===== config.mk =====
export PLATFORM = sky130hd
export DESIGN_NAME = hba_capability_upper_fields
export DESIGN_NICKNAME = d
export VERILOG_FILES = /design/src/common/hba_cap_pkg.sv /design/src/logic/cap_field_build.sv /design/src/logic/hba_capability_upper_fields.sv
export SDC_FILE = /design/constraint.sdc
export NUM_CORES = 1
export LEC_CHECK = 0
export BUFFER_PORTS_ARGS = -buffer_cell sky130_fd_sc_hd__buf_4
export CAP_MARGIN = 20
export CORE_MARGIN = 2
export CORE_UTILIZATION = 26
export DETAILED_ROUTE_END_ITERATION = 12
export GPL_ROUTABILITY_DRIVEN = 0
export PLACE_DENSITY = 0.84
export SLEW_MARGIN = 5
export SYNTH_ARGS = -nofsm -noshare
export SYNTH_HDL_FRONTEND = slang
export SYNTH_SLANG_ARGS = --single-unit

===== constraint.sdc =====
create_clock -name mclk -period 2.9 [get_ports mclk]
set_clock_uncertainty 0.05 [all_clocks]
set_input_delay 0.29 -clock mclk [delete_from_list [all_inputs] [get_ports mclk]]
set_output_delay 0.29 -clock mclk [all_outputs]
set_load 0.1 [all_outputs]

===== src/common/hba_cap_pkg.sv =====
// Constants for the upper capability fields of the adapter capability word.
// Assumes byte addressing inside the native register block.
package hba_cap_pkg;

  // Register map
  localparam logic [11:0] CAP_OFFSET = 12'h000;
  localparam int ADDR_W = 12;
  localparam int DATA_W = 32;

  // Field positions inside the capability word
  localparam int SPEED_MSB = 23;
  localparam int SPEED_LSB = 20;
  localparam int RSVD_BIT = 19;
  localparam int NATIVE_BIT = 18;
  localparam int MULT_BIT = 17;
  localparam int FRAME_BIT = 16;
  localparam int PIO_BIT = 15;
  localparam int SLEEP_BIT = 14;
  localparam int UPPER_LSB = 14;
  localparam int UPPER_W = 10;

  // Speed codes, shared with the per-port speed limit field
  typedef enum logic [3:0] {
    SPEED_NONE = 4'h0,
    SPEED_GEN1 = 4'h1,
    SPEED_GEN2 = 4'h2,
    SPEED_GEN3 = 4'h3
  } speed_t;

  // Fixed field values
  localparam logic RSVD_VALUE = 1'h0;
  localparam logic PIO_MULTI_VALUE = 1'h1;
  localparam logic [31:0] READ_RESET = 32'h0000_0000;

endpackage


===== src/logic/cap_field_build.sv =====
// Builds the ten upper capability bits from implementation straps.
// Assumes straps are elaboration constants; no clock needed.
`timescale 1ns/100ps
`default_nettype none
module cap_field_build #(
  parameter logic [3:0] SPEED = 4'h3,
  parameter logic NATIVE_ONLY = 1'h1,
  parameter logic MULTIPLIER = 1'h1,
  parameter logic FRAME_SWITCH = 1'h1,
  parameter logic DEEP_SLEEP = 1'h1
) (
  output logic [9:0] fields
);

  logic [3:0] speedLegal;

  always_comb begin
    // reserved codes fall back to first generation
    if (SPEED >= hba_cap_pkg::SPEED_GEN1 && SPEED <= hba_cap_pkg::SPEED_GEN3) begin
      speedLegal = SPEED;
    end else begin
      speedLegal = hba_cap_pkg::SPEED_GEN1;
    end
  end

  // reserved bit, frame switching needs multiplier, multi block
  assign fields = {speedLegal, hba_cap_pkg::RSVD_VALUE, NATIVE_ONLY, MULTIPLIER,
                   FRAME_SWITCH & MULTIPLIER, hba_cap_pkg::PIO_MULTI_VALUE, DEEP_SLEEP};

endmodule // cap_field_build
`default_nettype wire


===== src/logic/hba_capability_upper_fields.sv =====
// Read-only upper capability fields (bits 23..14) of the adapter capability word.
// Assumes a simple one-cycle register port; other capability bits read as zero here.
`timescale 1ns/100ps
`default_nettype none

// Functional notes
// - Maximum link speed is four bits: 1, 2, 3 legal; others reserved.
// - Speed code uses the same encoding as each port speed limit field.
// - Bit 19 is reserved and reads zero.
// - Native-only flag is one when no legacy task-file interface exists.
// - Multiplier flag set only when command-based port multipliers are supported.
// - Frame switching flag set only when frame-based switching is supported.
// - Frame switching flag never one unless multiplier flag is one.
// - Multi-block PIO flag tells whether PIO spans several data blocks.
// - Multi-block PIO flag always reads one.
// - Deep sleep flag one means adapter and drive initiated sleep supported.
module hba_capability_upper_fields #(
  parameter logic [3:0] SPEED = 4'h3,
  parameter logic NATIVE_ONLY = 1'h1,
  parameter logic MULTIPLIER = 1'h1,
  parameter logic FRAME_SWITCH = 1'h1,
  parameter logic DEEP_SLEEP = 1'h1
) (
  input wire logic mclk,
  input wire logic srst,
  input wire logic [11:0] regAddr,
  input wire logic regRead,
  input wire logic regWrite,
  input wire logic [31:0] regWdata,
  output logic [31:0] regRdata,
  output logic regRvalid,
  input wire logic [3:0] portSpeedLimit,
  output logic portSpeedAllowed,
  output logic [3:0] maxLinkSpeed,
  output logic nativeOnlyFlag,
  output logic multiplierSupport,
  output logic frameSwitchingSupport,
  output logic multiBlockPioSupport,
  output logic deepSleepCapable,
  output logic writeIgnored
);

  logic [9:0] fields;
  logic [31:0] capWord;
  logic capHit;
  logic [31:0] rdata_q;
  logic rvalid_q;
  logic allowed_q;
  logic ignored_q;
  logic [9:0] flags_q;

  cap_field_build #(
    .SPEED(SPEED),
    .NATIVE_ONLY(NATIVE_ONLY),
    .MULTIPLIER(MULTIPLIER),
    .FRAME_SWITCH(FRAME_SWITCH),
    .DEEP_SLEEP(DEEP_SLEEP)
  ) u_build (
    .fields(fields)
  );

  // Bits outside 23..14 belong to other blocks and read zero here
  assign capWord = {8'h00, fields, 14'h0000};
  assign capHit = (regAddr == hba_cap_pkg::CAP_OFFSET);

  // Read path: one cycle latency, unmapped offsets return zero
  always_ff @(posedge mclk) begin
    if (srst) begin
      rdata_q <= hba_cap_pkg::READ_RESET;
      rvalid_q <= 1'h0;
    end else begin
      rvalid_q <= regRead;
      if (regRead && capHit) begin
        rdata_q <= capWord;
      end else if (regRead) begin
        rdata_q <= hba_cap_pkg::READ_RESET;
      end
    end
  end

  always_ff @(posedge mclk) begin
    if (srst) begin
      ignored_q <= 1'h0;
    end else begin
      ignored_q <= regWrite && capHit;
    end
  end

  // Field copies for the link and power logic
  always_ff @(posedge mclk) begin
    if (srst) begin
      flags_q <= 10'h000;
    end else begin
      flags_q <= fields;
    end
  end

  // same code space, so direct compare; zero limit means no restriction
  always_ff @(posedge mclk) begin
    if (srst) begin
      allowed_q <= 1'h0;
    end else begin
      allowed_q <= (portSpeedLimit == hba_cap_pkg::SPEED_NONE) ||
                   (portSpeedLimit <= fields[9:6]);
    end
  end

  assign regRdata = rdata_q;
  assign regRvalid = rvalid_q;
  assign writeIgnored = ignored_q;
  assign portSpeedAllowed = allowed_q;
  assign maxLinkSpeed = flags_q[9:6];
  assign nativeOnlyFlag = flags_q[4];
  assign multiplierSupport = flags_q[3];
  assign frameSwitchingSupport = flags_q[2];
  assign multiBlockPioSupport = flags_q[1];
  // Link power logic honours both initiators when set
  assign deepSleepCapable = flags_q[0];

  // Assertion helpers: write data is never stored, so it is unused by design
  logic wdataSeen;
  assign wdataSeen = |regWdata;
endmodule // hba_capability_upper_fields
`default_nettype wire


==> metrics.md <==
| Metric | Value |
|---|---|
| Area of the multi-input gates | 172.7 sq um |
| Xor/xnor cell area share of the yosys netlist | 0 |
| Cell-internal power | 0.1468 mW |
| EDFF count, synth | 0 |
| Drt first pass iters | 4 |
| Post-Synth Simple-Gate Area | 0.1158 |
| Total grt overflow | 0 |
| Htree depth | 1 |
| Critical path's slowest cell | dfxtp_1 |
| Antenna-violating nets left | 0 |
| CTS max path bufs | 2 |
| Synth Area in Compound Gates | 0.03421 |
| Syn Inst Count | 56 |
| CP delay by family, top | flip-flops |
| Power Total | 0.3843 mW |
| Synth unique cells | 10 |
| Crit Path Max Fanout | 8 |
| Mapped Area | 475.5 sq um |
| Die Area | 2187 sq um |
| Power share of the combinational group | 0.599 |
| Hold Violations, Final | 0 |
| Vias in the first global route | 286 |
| Final Critical Period | 1.371 ns |
| Crit path launch | regRdata[20] |
| Largest family of logic cells by synthesized area | buffers and inverters |
| CTS buffer count | 3 |
| Synth Flop Type | dfxtp_1 |
| Reg2Reg Setup Slack | 1.76 ns |
| Worst Path Class, Setup | register to output pin |
| Routed vias | 358 |
| GRT Total Usage | 0.07048 |
| Top post-synthesis cells by area | buf_4 62%, dfxtp_1 21%, or4_1 4.7% |
| Final Cycle Share | 0.4728 |
| WL per Instance | 8.708 um |
| Die Ht | 46.77 um |
| Antenna fix cells | 0 |
| YS warnings | 0 |
| Final setup fails | 0 |
| First DRT Iteration DRCs | 5 |
| Clk_lat worst skew | 0.24 ns |
| Adder-cell share of the synthesized area | 0 |
| Initial antenna violation count | 0 |
| IO Port Bufs | 34 |
| Reg2reg start | regRdata[20] |
| Worst slack, placed | 1.406 ns |
| Final wirelength | 923 um |
| Critical path buffers and inverters | 1 |
| Status | finished, final reports clean |
| Core ar. | 1727 sq um |
| Starting Density | 0.2754 |
| # IOs | 96 |
| Switching pwr | 0.2375 mW |
| Post-CTS sizing | 0 |
| Cell type with the largest total area after synthesis | buf_4 |
| Part of the Yosys area used for sequential elements | 0.2105 |
| Mean post-synth cell area | 8.490 sq um |
| First-pass GRT wire length | 1048 um |
| Mux contribution to synthesized area | 0 |
| Crit path DAT | 1.03 ns |
| Hold_sp | portSpeedLimit[2] |
| Fillers | 184 |
| Maxcap violations | 0 |
| Cell breakdown of the critical path | buf_4 |
| CP required | 2.56 ns |
| Die X | 46.77 um |
| Switch share | 0.6181 |
| Worst-path clk slew | 0.05 ns |
| Placed instance area | 566.8 sq um |
| Yosys reg bits | 5 |
| Ys async rst share | 0 |
| Share of power burned in the clock network | 0.213 |
| Layout cell share with drive strength beyond 1 | 0.4815 |
| RSZ-0062 raised after global routing | false |
| Seq pwr share | 0.189 |
| Post-layout util | 0.3435 |
| Largest net degree at the start of global routing | 9 |
| Worst path max stage delay | 0.44 ns |
| Layout area overhead | 24.74% |
| Pins Over Slew Limit | 0 |
| CP Launch Type | register |
| Setup TNS | 0 ns |
| Register area | 100.1 sq um |
| Hold_buf cts | 0 |
| CTS Sinks | 5 |
| Hold Path Class | primary input to register |
| Drt via density | 3.377 |
| Leakage | 0.3437 nW |
| Worst Setup End Kind | output pin |
| Post-CTS Setup Inserts | 0 |
| Row count | 15 |
| Drt drc | 0 |
| Achievable Freq | 729.3 MHz |
| # nets final | 134 |
| CTS tree | built |
| Post-synth top cells | 39 x buf_4, 5 x dfxtp_1, 3 x or4_1 |
| Pwr/cell area | 648.0 nW/um^2 |
| Design Area, Final | 593.1 sq um |
| Clk root buf | clkbuf_4 |
| Max IR drop VDD | 0.2100 mV |
| Final HPWL from detailed placement | 791.1 um |
| Setup WS post-layout | 1.529 ns |
| Yosys top cell area share | 0.6158 |
| Most common cell in the synthesized netlist | buf_4 |
-- per-layer routing --
| layer | global-route usage | vias up | wire (um) |
|---|---|---|---|
| li1 | - | 161 | - |
| met1 | 0.05093 | 156 | 260 |
| met2 | 0.1370 | 39 | 489 |
| met3 | 0.03462 | 2 | 161 |
| met4 | 0.05000 | 0 | 11 |
| met5 | 0 | - | 0 |
-- kinds of logic (layout without fill, tap and decap cells) --
logic type / after synthesis / count (layout)
buf+inv: 41 / 40
simple gates: 8 / 8
flops: 5 / 5
other cells: 1 / 27
compound gates: 1 / 1
-- placed cells by master (no fill, tap or decap), drive strengths merged --
cell type / n
buf: 34
conb: 27
dfxtp: 5
clkbuf: 4
or4: 3
inv: 2
nand2b: 2
or3b: 1
o41ai: 1
nor4: 1
nor3: 1
-- cell type report --
class | instances | share of cell area
Tap cell | 25 | 0.05274
Multi-Input combinational cell | 36 | 0.2911
Inverter | 2 | 0.01266
Sequential cell | 5 | 0.1688
Timing Repair Buffer | 34 | 0.4304
Clock buffer | 4 | 0.04430
-- metrics by stage --
step	hold WS, ns	cells
2_1_floorplan	0.2965	82
3_3_place_gp	0.4059	102
3_5_place_dp	0.4142	102
4_1_cts	0.1565	106
5_1_grt	0.1517	106
6_report	0.1570	106
-- final timing paths --
path                      end  depth (start not counted)
max              regRdata[21]                          1
min          portSpeedAllowed                          2
max reg2reg      regRdata[20]                          2
min reg2reg      regRdata[20]                          2
-- registers in the layout (all words and copies together) (netlist names) --
name and flops:
regRvalid 1, writeIgnored 1, regRdata 1, flags_q 1, portSpeedAllowed 1
-- worst reg2reg max path, stage by stage, from the launching register on --
cell and delay (ns):
dfxtp_1 0.44, or3b_2 0.48, o41ai_2 0.06
-- power groups by stage --
stage | logic (mW) | registers [mW] | clock network (mW)
2_1_floorplan | 0.222 | 0.0885 | 0
3_5_place_dp | 0.230 | 0.0738 | 0
5_1_grt | 0.235 | 0.0727 | 0.0878
4_1_cts | 0.230 | 0.0725 | 0.0844
3_3_place_gp | 0.229 | 0.0736 | 0
6_report | 0.230 | 0.0725 | 0.0817
(Power assumes the default switching activity.)
